## config.mk

```make
export PLATFORM = sky130hd
export DESIGN_NAME = vsad_decoder
export DESIGN_NICKNAME = d
export VERILOG_FILES = /design/src/core/vsad_pkg.sv /design/src/core/vsad_am_decode.sv /design/src/core/vsad_decoder.sv
export SDC_FILE = /design/constraint.sdc
export NUM_CORES = 1
export LEC_CHECK = 0
export CAP_MARGIN = 20
export CORE_ASPECT_RATIO = 1.75
export CORE_MARGIN = 5
export CORE_UTILIZATION = 30
export CTS_CLUSTER_SIZE = 16
export DETAILED_ROUTE_END_ITERATION = 10
export DONT_BUFFER_PORTS = 1
export GPL_ROUTABILITY_DRIVEN = 1
export PLACE_DENSITY = 0.48
export SYNTH_ARGS = -nofsm -noshare
export SYNTH_HDL_FRONTEND = slang
export SYNTH_SLANG_ARGS = --single-unit
```

## constraint.sdc

```tcl
create_clock -name clk_sys -period 4.52 [get_ports clk_sys]
set_input_delay 0.678 -clock clk_sys [delete_from_list [all_inputs] [get_ports clk_sys]]
set_output_delay 0.678 -clock clk_sys [all_outputs]
set_load 0.03 [all_outputs]
```

## src/core/vsad_pkg.sv

```systemverilog
// constants, codes and types shared by the slave address decoder
package vsad_pkg;

  // ****************************************
  // address modifier codes
  // ****************************************
  localparam logic [5:0] AM_A24_SUP_BLT   = 6'h3F;
  localparam logic [5:0] AM_A24_SUP_DATA  = 6'h3D;
  localparam logic [5:0] AM_A24_SUP_MBLT  = 6'h3C;
  localparam logic [5:0] AM_A24_USR_BLT   = 6'h3B;
  localparam logic [5:0] AM_A24_USR_DATA  = 6'h39;
  localparam logic [5:0] AM_A24_USR_MBLT  = 6'h38;
  localparam logic [5:0] AM_CFG_SPACE     = 6'h2F;
  localparam logic [5:0] AM_A32_SUP_BLT   = 6'h0F;
  localparam logic [5:0] AM_A32_SUP_DATA  = 6'h0D;
  localparam logic [5:0] AM_A32_SUP_MBLT  = 6'h0C;
  localparam logic [5:0] AM_A32_USR_BLT   = 6'h0B;
  localparam logic [5:0] AM_A32_USR_DATA  = 6'h09;
  localparam logic [5:0] AM_A32_USR_MBLT  = 6'h08;

  // ****************************************
  // register byte offsets (low address byte)
  // ****************************************
  localparam logic [7:0] REG_CTRL         = 8'h00;
  localparam logic [7:0] REG_BASE_HI      = 8'h04;
  localparam logic [7:0] REG_BASE_LO      = 8'h08;
  localparam logic [7:0] REG_CHAIN_ADDR   = 8'h0C;
  localparam logic [7:0] REG_CHAIN_CTRL   = 8'h10;
  localparam logic [7:0] REG_SLOT         = 8'h14;
  localparam logic [7:0] REG_STATUS       = 8'h18;
  localparam logic [7:0] REG_TAG          = 8'h1C;

  // ****************************************
  // field positions and reset values
  // ****************************************
  localparam int         CTRL_BASE_SRC_BIT = 4;
  localparam int         CHAIN_FIRST_BIT   = 1;
  localparam int         CHAIN_LAST_BIT    = 0;
  localparam int         TAG_LSB           = 27;
  localparam logic       BASE_SRC_RST      = 1'b0;
  localparam logic [7:0] BASE_HI_RST       = 8'h00;
  localparam logic [7:0] BASE_LO_RST       = 8'h00;
  localparam logic [7:0] CHAIN_ADDR_RST    = 8'hAA;
  localparam logic [1:0] CHAIN_POS_RST     = 2'h0;
  localparam logic [4:0] SLOT_RST          = 5'h00;

  // chain position codes: {first, last}
  localparam logic [1:0] CH_INACTIVE       = 2'h0;
  localparam logic [1:0] CH_LAST           = 2'h1;
  localparam logic [1:0] CH_FIRST          = 2'h2;
  localparam logic [1:0] CH_MIDDLE         = 2'h3;

  // ****************************************
  // address fields and bus codes
  // ****************************************
  localparam logic [15:0] EVB_LIMIT        = 16'h0800;
  localparam logic [2:0]  GEO_PAD_ZERO     = 3'h0;
  localparam logic [7:0]  CHAIN_PAD_ZERO   = 8'h00;
  localparam logic [2:0]  AHB_SIZE_WORD    = 3'h2;

  // ****************************************
  // types
  // ****************************************
  typedef enum logic [1:0] {
    XF_SINGLE = 2'h0,
    XF_BLT    = 2'h1,
    XF_MBLT   = 2'h2
  } vsad_xfer_e;

  typedef enum logic [3:0] {
    ST_IDLE = 4'h1,
    ST_WAIT = 4'h2,
    ST_SEL  = 4'h4,
    ST_PASS = 4'h8
  } vsad_state_e;

endpackage : vsad_pkg

```

## src/core/vsad_am_decode.sv

```systemverilog
// address modifier classifier
`timescale 1ns/10ps
module vsad_am_decode (
  // modifier in
  input  wire logic               [5:0] am,
  // classification out
  output logic                          am_ok,
  output logic                          am_a24,
  output logic                          am_a32,
  output logic                          am_geo,
  output logic                          am_super,
  output vsad_pkg::vsad_xfer_e          am_xfer
);
  import vsad_pkg::*;

  always_comb begin
    am_ok    = 1'b1;
    am_a24   = 1'b0;
    am_a32   = 1'b0;
    am_geo   = 1'b0;
    am_super = 1'b0;
    am_xfer  = XF_SINGLE;
    case (am)
      AM_A24_SUP_BLT: begin am_a24 = 1'b1; am_super = 1'b1; am_xfer = XF_BLT;  end
      AM_A24_SUP_DATA: begin am_a24 = 1'b1; am_super = 1'b1; end
      AM_A24_SUP_MBLT: begin am_a24 = 1'b1; am_super = 1'b1; am_xfer = XF_MBLT; end
      AM_A24_USR_BLT: begin am_a24 = 1'b1; am_xfer = XF_BLT;  end
      AM_A24_USR_DATA: begin am_a24 = 1'b1; end
      AM_A24_USR_MBLT: begin am_a24 = 1'b1; am_xfer = XF_MBLT; end
      AM_CFG_SPACE: begin am_geo = 1'b1; am_super = 1'b1; end
      AM_A32_SUP_BLT: begin am_a32 = 1'b1; am_super = 1'b1; am_xfer = XF_BLT;  end
      AM_A32_SUP_DATA: begin am_a32 = 1'b1; am_super = 1'b1; end
      AM_A32_SUP_MBLT: begin am_a32 = 1'b1; am_super = 1'b1; am_xfer = XF_MBLT; end
      AM_A32_USR_BLT: begin am_a32 = 1'b1; am_xfer = XF_BLT;  end
      AM_A32_USR_DATA: begin am_a32 = 1'b1; end
      AM_A32_USR_MBLT: begin am_a32 = 1'b1; am_xfer = XF_MBLT; end
      default: begin
        am_ok = 1'b0;
      end
    endcase
  end

endmodule : vsad_am_decode

```

## src/core/vsad_decoder.sv

```systemverilog
// slave address decoder: base, slot and chain selection with register bus
// Functional notes
// A24 supervisory block, single and 64-bit block modifiers are accepted.
// A24 user block, single and 64-bit block modifiers are accepted.
// A32 supervisory block, single and 64-bit block modifiers are accepted.
// A32 user block, single and 64-bit block modifiers are accepted.
// configuration modifier is used only for slot accesses, decoded as 24-bit.
// only upper address bits compare to base, giving a 64 KB window.
// base comes from rotary switches when control bit 4 is 0, else registers.
// programmable base: bits 31..24 match high register, 23..16 low register.
// every reset latches the five slot id lines as slot address.
// slot access: ignore 31..24, match 23..19, require 18..16 zero.
// slot access reaches control registers but never the event buffer.
// without slot id lines no slot addressing; stored slot never selects.
// slot register writable only without aux connector, used only as tag.
// chain address with A32 block modifiers means chained block read.
// chain address with A32 single modifiers means multicast write.
// multicast only writes; chained transfer only reads of the event buffer.
// chain address is programmable byte on 31..24, default AA, 23..16 zero.
// acknowledge daisy chain is a token; only holder transfers, then passes it.
// first/last pair: 00 inactive, 01 last, 10 first, 11 middle; reset 00.
// master software sets exactly one first and one last board per chain.
// each chain in a crate has its own address, same on all its boards.
// slot address sits in the five top bits of header and end words.
// unknown modifier or no matching address is never acknowledged.
//
// The AHB-Lite interface to the registers and the register addresses were chosen for this implementation.
`timescale 1ns/10ps
module vsad_decoder #(
  parameter bit HAS_AUX_CONNECTOR = 1'b1
) (
  // clock, reset, enable
  input  wire logic                  clk_sys,
  input  wire logic                  rst,
  input  wire logic                  ce,
  // register bus
  input  wire logic                  hsel,
  input  wire logic           [31:0] haddr,
  input  wire logic            [1:0] htrans,
  input  wire logic                  hwrite,
  input  wire logic            [2:0] hsize,
  input  wire logic           [31:0] hwdata,
  input  wire logic                  hready,
  output logic                       hreadyout,
  output logic                       hresp,
  output logic                [31:0] hrdata,
  // backplane pins
  input  wire logic           [31:0] vme_addr,
  input  wire logic            [5:0] vme_am,
  input  wire logic                  vme_write_n,
  input  wire logic                  vme_as_n,
  input  wire logic                  vme_iackin_n,
  output logic                       vme_iackout_n,
  // board straps
  input  wire logic            [4:0] slot_id_lines,
  input  wire logic           [15:0] rotary_sw,
  // data path handshake
  input  wire logic                  xfer_done,
  // selection out
  output logic                       sel_base,
  output logic                       sel_geo,
  output logic                       sel_mcst,
  output logic                       sel_cblt,
  output logic                       sel_super,
  output vsad_pkg::vsad_xfer_e       sel_xfer,
  output logic                [15:0] sel_offset,
  output logic                 [4:0] chain_tag
);
  import vsad_pkg::*;

  // ****************************************
  // pin synchronisers
  // ****************************************
  localparam int PIN_W = 62;
  logic [PIN_W-1:0] pin_raw;
  logic [PIN_W-1:0] pin_s1_r;
  logic [PIN_W-1:0] pin_s2_r;
  assign pin_raw = {vme_addr, vme_am, vme_write_n, vme_as_n, vme_iackin_n, slot_id_lines, rotary_sw};

  // left out of reset so the slot lines are already settled when reset latches them
  always_ff @(posedge clk_sys) begin
    if (ce) begin
      pin_s1_r <= pin_raw;
      pin_s2_r <= pin_s1_r;
    end
  end

  logic [31:0] s_addr;
  logic  [5:0] s_am;
  logic        s_write_n;
  logic        s_as_n;
  logic        s_iackin_n;
  logic  [4:0] s_slot;
  logic [15:0] s_sw;
  assign {s_addr, s_am, s_write_n, s_as_n, s_iackin_n, s_slot, s_sw} = pin_s2_r;

  // ****************************************
  // register bus slave
  // ****************************************
  function automatic logic reg_hit(input logic [5:0] idx, input logic [7:0] off);
    reg_hit = (idx == off[7:2]);
  endfunction : reg_hit
  logic        ahb_take;
  logic        dph_valid_r;
  logic        dph_write_r;
  logic  [5:0] dph_idx_r;
  logic        hreadyout_r;
  logic [31:0] hrdata_r;
  logic        wr_en;
  logic        rd_load;
  // only whole-word transfers are taken; anything else passes as idle
  assign ahb_take = hsel & htrans[1] & hready & (hsize == AHB_SIZE_WORD);
  assign wr_en    = dph_valid_r & dph_write_r & hready;
  assign rd_load  = dph_valid_r & ~dph_write_r & ~hreadyout_r;

  always_ff @(posedge clk_sys) begin
    if (rst) begin
      dph_valid_r <= 1'b0;
      dph_write_r <= 1'b0;
      dph_idx_r   <= 6'h00;
    end else if (ce && hready) begin
      dph_valid_r <= ahb_take;
      dph_write_r <= hwrite;
      dph_idx_r   <= haddr[7:2];
    end
  end

  // ****************************************
  // configuration registers
  // ****************************************
  logic       base_src_r;
  logic [7:0] base_hi_r;
  logic [7:0] base_lo_r;
  logic [7:0] chain_addr_r;
  logic [1:0] chain_pos_r;
  logic [4:0] slot_r;
  logic wr_ctrl;
  logic wr_base_hi;
  logic wr_base_lo;
  logic wr_chain_addr;
  logic wr_chain_ctrl;
  logic wr_slot;
  assign wr_ctrl       = wr_en & reg_hit(dph_idx_r, REG_CTRL);
  assign wr_base_hi    = wr_en & reg_hit(dph_idx_r, REG_BASE_HI);
  assign wr_base_lo    = wr_en & reg_hit(dph_idx_r, REG_BASE_LO);
  assign wr_chain_addr = wr_en & reg_hit(dph_idx_r, REG_CHAIN_ADDR);
  assign wr_chain_ctrl = wr_en & reg_hit(dph_idx_r, REG_CHAIN_CTRL);
  assign wr_slot       = wr_en & reg_hit(dph_idx_r, REG_SLOT) & ~HAS_AUX_CONNECTOR;

  always_ff @(posedge clk_sys) begin
    if (rst) begin
      base_src_r   <= BASE_SRC_RST;
      base_hi_r    <= BASE_HI_RST;
      base_lo_r    <= BASE_LO_RST;
      chain_addr_r <= CHAIN_ADDR_RST;
      chain_pos_r  <= CHAIN_POS_RST;
    end else if (ce) begin
      if (wr_ctrl) base_src_r <= hwdata[CTRL_BASE_SRC_BIT];
      if (wr_base_hi) base_hi_r <= hwdata[7:0];
      if (wr_base_lo) base_lo_r <= hwdata[7:0];
      if (wr_chain_addr) chain_addr_r <= hwdata[7:0];
      if (wr_chain_ctrl) chain_pos_r <= hwdata[CHAIN_FIRST_BIT:CHAIN_LAST_BIT];
    end
  end

  // slot value is caught by a clocked process while reset is held
  always_ff @(posedge clk_sys) begin
    if (rst) slot_r <= HAS_AUX_CONNECTOR ? s_slot : SLOT_RST;
    else if (ce && wr_slot) slot_r <= hwdata[4:0];
  end

  // ****************************************
  // modifier classification
  // ****************************************
  logic       am_ok;
  logic       am_a24;
  logic       am_a32;
  logic       am_geo;
  logic       am_super;
  vsad_xfer_e am_xfer;
  vsad_am_decode u_am_decode (
    .am       (s_am),
    .am_ok    (am_ok),
    .am_a24   (am_a24),
    .am_a32   (am_a32),
    .am_geo   (am_geo),
    .am_super (am_super),
    .am_xfer  (am_xfer)
  );

  // ****************************************
  // address matching
  // ****************************************
  logic [15:0] base16;
  logic        base_hit;
  logic        geo_hit;
  logic        chain_active;
  logic        chain_hit;
  logic        mcst_hit;
  logic        cblt_hit;
  logic        in_evb;
  assign base16       = base_src_r ? {base_hi_r, base_lo_r} : s_sw;
  assign in_evb       = (s_addr[15:0] < EVB_LIMIT);
  assign base_hit     = am_ok & (am_a24 | am_a32)
                      & (am_a32 ? (s_addr[31:16] == base16) : (s_addr[23:16] == base16[7:0]));
  assign geo_hit      = HAS_AUX_CONNECTOR & am_geo
                      & (s_addr[23:19] == slot_r) & (s_addr[18:16] == GEO_PAD_ZERO) & ~in_evb;
  assign chain_active = (chain_pos_r != CH_INACTIVE);
  assign chain_hit    = chain_active & am_a32 & (am_xfer != XF_MBLT)
                      & (s_addr[31:24] == chain_addr_r) & (s_addr[23:16] == CHAIN_PAD_ZERO);
  assign mcst_hit     = chain_hit & (am_xfer == XF_SINGLE) & ~s_write_n;
  assign cblt_hit     = chain_hit & (am_xfer == XF_BLT) & s_write_n & in_evb;

  // chain use wins over the board's own base, so a shared address never answers twice
  logic hit_any;
  logic hit_chain;
  logic hit_base_sel;
  assign hit_chain    = mcst_hit | cblt_hit;
  assign hit_base_sel = base_hit & ~hit_chain;
  assign hit_any      = hit_chain | hit_base_sel | geo_hit;

  // ****************************************
  // cycle sequencer
  // ****************************************
  vsad_state_e state_r;
  vsad_state_e state_nxt;
  logic        as_prev_r;
  logic        as_fall;
  logic        token_held;
  logic        is_last;
  logic        chain_cyc_r;
  assign as_fall    = as_prev_r & ~s_as_n;
  assign is_last    = (chain_pos_r == CH_LAST);
  // first board owns the token from the start, the rest wait for it upstream
  assign token_held = (chain_pos_r == CH_FIRST) | ~s_iackin_n;

  always_comb begin
    state_nxt = state_r;
    case (state_r)
      ST_IDLE: begin
        if (as_fall && hit_any) state_nxt = (hit_chain && !token_held) ? ST_WAIT : ST_SEL;
      end
      ST_WAIT: begin
        if (s_as_n) state_nxt = ST_IDLE;
        else if (token_held) state_nxt = ST_SEL;
      end
      ST_SEL: begin
        if (s_as_n) state_nxt = ST_IDLE;
        else if (chain_cyc_r && xfer_done && !is_last) state_nxt = ST_PASS;
      end
      ST_PASS: begin
        if (s_as_n) state_nxt = ST_IDLE;
      end
      default: begin
        state_nxt = ST_IDLE;
      end
    endcase
  end

  logic start;
  assign start = (state_r == ST_IDLE) & as_fall & hit_any;

  logic hit_base_r;
  logic hit_geo_r;
  logic hit_mcst_r;
  logic hit_cblt_r;
  always_ff @(posedge clk_sys) begin
    if (rst) begin
      state_r     <= ST_IDLE;
      as_prev_r   <= 1'b1;
      {chain_cyc_r, hit_base_r, hit_geo_r, hit_mcst_r, hit_cblt_r} <= 5'h00;
    end else if (ce) begin
      state_r   <= state_nxt;
      as_prev_r <= s_as_n;
      if (start) begin
        chain_cyc_r <= hit_chain;
        hit_base_r  <= hit_base_sel;
        hit_geo_r   <= geo_hit;
        hit_mcst_r  <= mcst_hit;
        hit_cblt_r  <= cblt_hit;
      end
    end
  end

  // ****************************************
  // registered outputs
  // ****************************************
  logic       sel_on;
  logic       iackout_nxt;
  logic       sel_base_r;
  logic       sel_geo_r;
  logic       sel_mcst_r;
  logic       sel_cblt_r;
  logic       sel_super_r;
  vsad_xfer_e sel_xfer_r;
  logic [15:0] sel_offset_r;
  logic       iackout_r;
  assign sel_on = (state_nxt == ST_SEL);
  // idle or inactive boards hand the chain straight on; a token holder releases it only once done
  assign iackout_nxt = ((state_nxt == ST_IDLE) || !chain_active) ? s_iackin_n
                       : (state_nxt != ST_PASS);

  always_ff @(posedge clk_sys) begin
    if (rst) begin
      {sel_base_r, sel_geo_r, sel_mcst_r, sel_cblt_r, sel_super_r} <= 5'h00;
      sel_xfer_r   <= XF_SINGLE;
      sel_offset_r <= 16'h0000;
      iackout_r    <= 1'b1;
    end else if (ce) begin
      sel_base_r <= sel_on & (start ? hit_base_sel : hit_base_r);
      sel_geo_r  <= sel_on & (start ? geo_hit : hit_geo_r);
      sel_mcst_r <= sel_on & (start ? mcst_hit : hit_mcst_r);
      sel_cblt_r <= sel_on & (start ? cblt_hit : hit_cblt_r);
      iackout_r  <= iackout_nxt;
      if (start) begin
        sel_super_r  <= am_super;
        sel_xfer_r   <= am_xfer;
        sel_offset_r <= s_addr[15:0];
      end
    end
  end

  // ****************************************
  // read mux and bus answer
  // ****************************************
  logic [31:0] rd_data;
  assign rd_data =
    reg_hit(dph_idx_r, REG_CTRL)       ? (32'(base_src_r) << CTRL_BASE_SRC_BIT) :
    reg_hit(dph_idx_r, REG_BASE_HI)    ? {24'h0, base_hi_r} :
    reg_hit(dph_idx_r, REG_BASE_LO)    ? {24'h0, base_lo_r} :
    reg_hit(dph_idx_r, REG_CHAIN_ADDR) ? {24'h0, chain_addr_r} :
    reg_hit(dph_idx_r, REG_CHAIN_CTRL) ? {30'h0, chain_pos_r} :
    reg_hit(dph_idx_r, REG_SLOT)       ? {27'h0, slot_r} :
    reg_hit(dph_idx_r, REG_STATUS)     ? {24'h0, state_r, hit_cblt_r, hit_mcst_r, hit_geo_r, hit_base_r} :
    reg_hit(dph_idx_r, REG_TAG)        ? (32'(slot_r) << TAG_LSB) :
    32'h0;

  // reads take one wait state so that read data always leaves a flip-flop
  always_ff @(posedge clk_sys) begin
    if (rst) begin
      hreadyout_r <= 1'b1;
      hrdata_r    <= 32'h00000000;
    end else if (ce) begin
      if (rd_load) begin
        hreadyout_r <= 1'b1;
        hrdata_r    <= rd_data;
      end else if (ahb_take && !hwrite) hreadyout_r <= 1'b0;
    end
  end

  assign hreadyout     = hreadyout_r;
  assign hresp         = 1'b0;
  assign hrdata        = hrdata_r;
  assign vme_iackout_n = iackout_r;
  assign sel_base      = sel_base_r;
  assign sel_geo       = sel_geo_r;
  assign sel_mcst      = sel_mcst_r;
  assign sel_cblt      = sel_cblt_r;
  assign sel_super     = sel_super_r;
  assign sel_xfer      = sel_xfer_r;
  assign sel_offset    = sel_offset_r;
  assign chain_tag     = slot_r;

endmodule : vsad_decoder

```

---- Word level (Yosys, flattened, before mapping) ----
Index checks and enable logic that the tools add are counted.
operators by class
  order comparisons ....................... 1
  equality and inequality tests ........... 36
  multiplexer cells ....................... 31
  bitwise operators ....................... 46
  reductions and logical operators ........ 31
operator list
  operator                                                                        count
  32-bit two-way mux                                                              8
  6-bit equality test, second input constant                                      7
  6-bit by 4-bit equality test with 1-bit output, second input constant           6
  1-bit AND                                                                       34
  6-bit by 3-bit equality test with 1-bit output, second input constant           4
  4-bit two-way mux                                                               6
  16-bit equality test                                                            1
  8-bit equality test                                                             2
  16-bit by 12-bit less-than comparator with 1-bit output, second input constant  1
  16-bit two-way mux                                                              1
  4-bit case mux with 4 select lines                                              1
  2-bit AND reduction                                                             8
  1-bit two-way mux                                                               13
  13-bit OR reduction                                                             1
  6-bit by 2-bit equality test with 1-bit output, second input constant           2
  6-bit OR reduction                                                              2
  4-bit by 1-bit equality test with 1-bit output, second input constant           2
  4-bit by 3-bit equality test with 1-bit output, second input constant           2
  8-bit logical NOT                                                               1
  4-bit OR reduction                                                              2
  1-bit NOT                                                                       7
  7-bit OR reduction                                                              1
  6-bit by 1-bit equality test with 1-bit output, second input constant           1
  1-bit logical AND                                                               6
  17 further kinds                                                                26
storage, ports and cells
  bits in registers ....................... 231
  input bits .............................. 138
  output and inout port bits .............. 63
  logic and storage cells ................. 173

---- Depth between registers and ports, before layout ----
  depth after elaboration ................. 21
  gate-level depth with buffers ........... 11
  gate-level depth less buffers ........... 8

---- Modules after synthesis ----
From an unflattened synthesis, not the netlist that was laid out.
unflattened totals
  cells, all modules ...................... 663
  area total of the unflattened synthesis .. 8394.3 um^2
modules (own cells, without submodules)
  module          instances  cells an instance  area each (um^2)  sequential area each (um^2)
  vsad_decoder    1          645                8298.0            5535.3
  vsad_am_decode  1          18                 96.3              0.0

---- Worst setup path after synthesis ----
OpenSTA, ideal clock, no wires.
  path kind ............................... reg2reg
  start point ............................. register slot_r[1], in the netlist chain_tag[1]
  end point ............................... register sel_super_r, in the netlist sel_super
  library setup time ...................... 0.070 ns
  arrival time ............................ 2.569 ns
  data required time ...................... 4.450 ns
  path slack .............................. 1.880 ns
  stages on the path, launching flop included .. 9
  path buffers ............................ 0
  clock period less this slack ............ 2.640 ns
  cell sequence ........................... edfxtp_1 xor2_1 or4_1 nor4_2 inv_2 a21oi_2 o21ai_2 or4_1 a21oi_1
on the way
  word-level cells in the longest chain between the ends .. 7
RTL lines
  item                           line                 RTL
  start: declaration             vsad_decoder.sv:136  logic [4:0] slot_r;
  start signal: assignment       vsad_decoder.sv:168  if (rst) slot_r <= HAS_AUX_CONNECTOR ? s_slot : SLOT_RST;
  start signal: assignment       vsad_decoder.sv:169  else if (ce && wr_slot) slot_r <= hwdata[4:0];
  5-bit equality test            vsad_decoder.sv:207  & (s_addr[23:19] == slot_r) & (s_addr[18:16] == GEO_PAD_ZERO) & ~in_evb;
  1-bit AND (3 in series)        vsad_decoder.sv:207
  1-bit bitwise OR               vsad_decoder.sv:220  assign hit_any = hit_chain | hit_base_sel | geo_hit;
  1-bit AND                      vsad_decoder.sv:261  assign start = (state_r == ST_IDLE) & as_fall & hit_any;
  2-bit AND reduction (no line)  --
  end signal: assignment         vsad_decoder.sv:316  sel_super_r <= am_super;
  end: declaration               vsad_decoder.sv:294  logic sel_super_r;
Every way passes these cells.
A chain may end at the register's enable or synchronous reset.

---- Worst setup path after layout ----
Same ends and word-level chain as after synthesis.

==> results.sh <==
export IMPL_startpoint_type="register"
export IMPL_cts_setup_buffers=0
export IMPL_slew_headroom_pct=41.98
export IMPL_synth_common_cells="edfxtp_1 (129), dfxtp_1 (83), nor2_1 (68), mux2i_1 (60), nand2_1 (59)"
export IMPL_hold_viol=0
export IMPL_worstReg2RegEnd="sel_super$_SDFFE_PP0P_"
export IMPL_ys_ff_latch=212
export IMPL_outcome="finished clean"
export IMPL_area_growth_pct=11.68
export IMPL_die_w_um=135.9
export IMPL_initial_core_util_pct=30.46
export IMPL_overflow=0
export IMPL_period_needed_ps=3121
export IMPL_yosys_top_cells_area="edfxtp_1 (47%), dfxtp_1 (20%), mux2i_1 (7.2%)"
export IMPL_hold_path_class="input port to register"
export IMPL_fin_cells=1043
export IMPL_num_io_pins=201
export IMPL_insertedDiodeCount=0
export IMPL_yosysWarnings=0
export IMPL_fin_nets=798
export IMPL_ir_drop_mv=0.3323
export IMPL_tightest_slew_ps=858.2
export IMPL_arrival_ps=3560
export IMPL_cts_root_buf="clkbuf_16"
export IMPL_port_buffers=0
export IMPL_final_setup_skew_ps=16.44
export IMPL_die_h_um=230.4
export IMPL_insertion_delay_ps=500
export IMPL_endpoint_kind="register"
export IMPL_required_ps=4960
export IMPL_viasPerCell=4.769
export IMPL_seq_area_frac_synth_pct=66.50
export IMPL_holdPathStages=1
export IMPL_setup_tns_ps=0
export IMPL_worstHoldStart="rst"
export IMPL_clk_pin_slew_worst_paths_ps=70
export IMPL_h_tree_depth=1
export IMPL_grt_usage_pct=12.48
export IMPL_synth_distinct_cells=54
export IMPL_ant_nets=0
export IMPL_cts_resized=0
export IMPL_leakagePower_uw=0.003197
export IMPL_cts_hold_buf=0
export IMPL_drc=0
export IMPL_worst_hold_path_endpoint="sel_offset[0]$_SDFFE_PP0P_"
export IMPL_grt_max_degree=144
export IMPL_synth_top_area_share_pct=46.54
export IMPL_num_rows=80
export IMPL_r2r_start="chain_tag[1]$_DFFE_PP_"
export IMPL_power_density_nw_per_um2=437.1
export IMPL_grt_pass1_wl_um=30170
export IMPL_critPathKind="register to register"
export IMPL_max_cap_violations=0
export IMPL_vias=4974
export IMPL_antenna_found_initial=0
export IMPL_yosysMostFrequentCell="edfxtp_1"
export IMPL_cts_max_path_buffers=3
export IMPL_setup_viol=0
export IMPL_cts_sinks=212
export IMPL_numCtsBuffers=21
export IMPL_gp_congestion=0.8269
export IMPL_synth_avg_cell_area_um2=12.57
export IMPL_synth_edf_count=129
export IMPL_reg2reg_depth=8
export IMPL_fmax_mhz=320.5
export IMPL_regToRegSetupSlack_ps=1400
export IMPL_coreArea_um2=27330
export IMPL_hpwl_um=14340
export IMPL_post_drt_wl_per_cell_um=19.02
export IMPL_syn_area_um2=8324
export IMPL_grt_pass1_vias=5241
export IMPL_synth_ff_type="edfxtp_1"
export IMPL_cts_tree="built"
export IMPL_drt_total_wl_um=19830
export IMPL_drv_slew=0
export IMPL_drive_gt1_share_pct=6.528
export IMPL_dp_cells=1006
export IMPL_dieArea_um2=31310
export IMPL_crit_fanout=11
export IMPL_yosysTopAreaCell="edfxtp_1"
export IMPL_synth_cells=662
export IMPL_drt_first_pass_iters=5
export IMPL_rsz0062_at_grt="false"
export IMPL_drt_initial_drc_count=254
export IMPL_finalCritPeriodShare_pct=69.04
export IMPL_synthArstFlopShare_pct=0
-- kinds of logic after synthesis --
logic type | synth area share, %
flip-flops | 66.50
AND/OR/NAND/NOR | 11.45
AO/OA/AOI/OAI | 7.350
multiplexers | 7.621
buffers and inverters | 3.667
XOR/XNOR | 3.367
other | 0.04505
-- per-stage QoR --
stage | util (%) | worst slack, ps | cell area [um^2] | hold WS, ps | total power (uW)
finish | 34.02 | 1399 | 9296 | 253.2 | 4064
global route | 34.02 | 1163 | 9296 | 217.8 | 4240
CTS | 34.02 | 1318 | 9296 | 223.7 | 4130
detailed placement | 31.54 | 1326 | 8620 | 405.2 | 2398
global placement | 31.54 | 1357 | 8620 | 400.2 | 2393
floorplan | - | 1880 | 8396 | 400.3 | 2371
-- per-layer routing --
| metal | part of all wire, % | track usage [%] | up-vias | wire, um |
|---|---|---|---|---|
| met5 | 0 | 0 | - | 0 |
| met4 | 3.4 | 5.013 | 0 | 671 |
| met3 | 9.0 | 3.922 | 35 | 1788 |
| met2 | 52 | 22.57 | 213 | 10380 |
| met1 | 35 | 13.31 | 2365 | 6991 |
| li1 | - | - | 2361 | - |
-- worst max-delay path, stage by stage, from the launching register on --
cell and delay, ps:
edfxtp_1 640, xor2_1 250, or4_1 550, nor4_2 480
inv_2 60, a21oi_2 170, o21ai_2 230, or4_1 540
a21oi_1 140
-- cells in the final DEF (no fill, tap or decap), drive strengths merged, types with 14 or more instances in the layout --
cell type  count
conb          20
nand2         59
edfxtp       129
xnor2         26
nand3         14
mux2i         60
nor2          68
clkbuf        31
o21ai         21
a21oi         27
dfxtp         83
-- how the worst max path moves through the flow --
stage | from | to | slack [ps] | cells past startpoint
after floorplan | chain_tag[1]$_DFFE_PP_ | sel_super$_SDFFE_PP0P_ | 1880 | 8
after global placement | chain_tag[1]$_DFFE_PP_ | sel_super$_SDFFE_PP0P_ | 1360 | 8
after detailed placement | chain_tag[1]$_DFFE_PP_ | sel_super$_SDFFE_PP0P_ | 1330 | 8
after CTS | chain_tag[1]$_DFFE_PP_ | sel_super$_SDFFE_PP0P_ | 1320 | 8
after global routing | chain_tag[1]$_DFFE_PP_ | sel_super$_SDFFE_PP0P_ | 1160 | 8
final | chain_tag[1]$_DFFE_PP_ | sel_super$_SDFFE_PP0P_ | 1400 | 8
-- layout make-up --
class | count | area [um^2]
fillers | 2661 | 18030
flip-flops and latches | 212 | 5535
multi-input cells | 410 | 2555
clock buffers | 31 | 623.1
well taps | 369 | 461.7
clock inverters | 6 | 53.80
inverters | 12 | 45.04
repair buffers | 3 | 22.52
-- flip-flops by register name (all words and copies together), names as in the netlist, 2 cells and up --
register and flops:
hrdata 13, sel_xfer 2, base_hi_r 8, sel_offset 16, state_r 4, dph_idx_r 6
chain_tag 5, pin_s2_r 62, chain_pos_r 2, base_lo_r 8, pin_s1_r 62, chain_addr_r 8
-- where the power goes --
| group | internal (uW) | leakage, uW | switching (uW) |
|---|---|---|---|
| logic | 48.3 | 0.000926 | 88.2 |
| registers | 2160 | 0.00193 | 60.8 |
| clock network | 1010 | 0.000338 | 701 |
No activity file was read; power rests on OpenSTA's default activity.
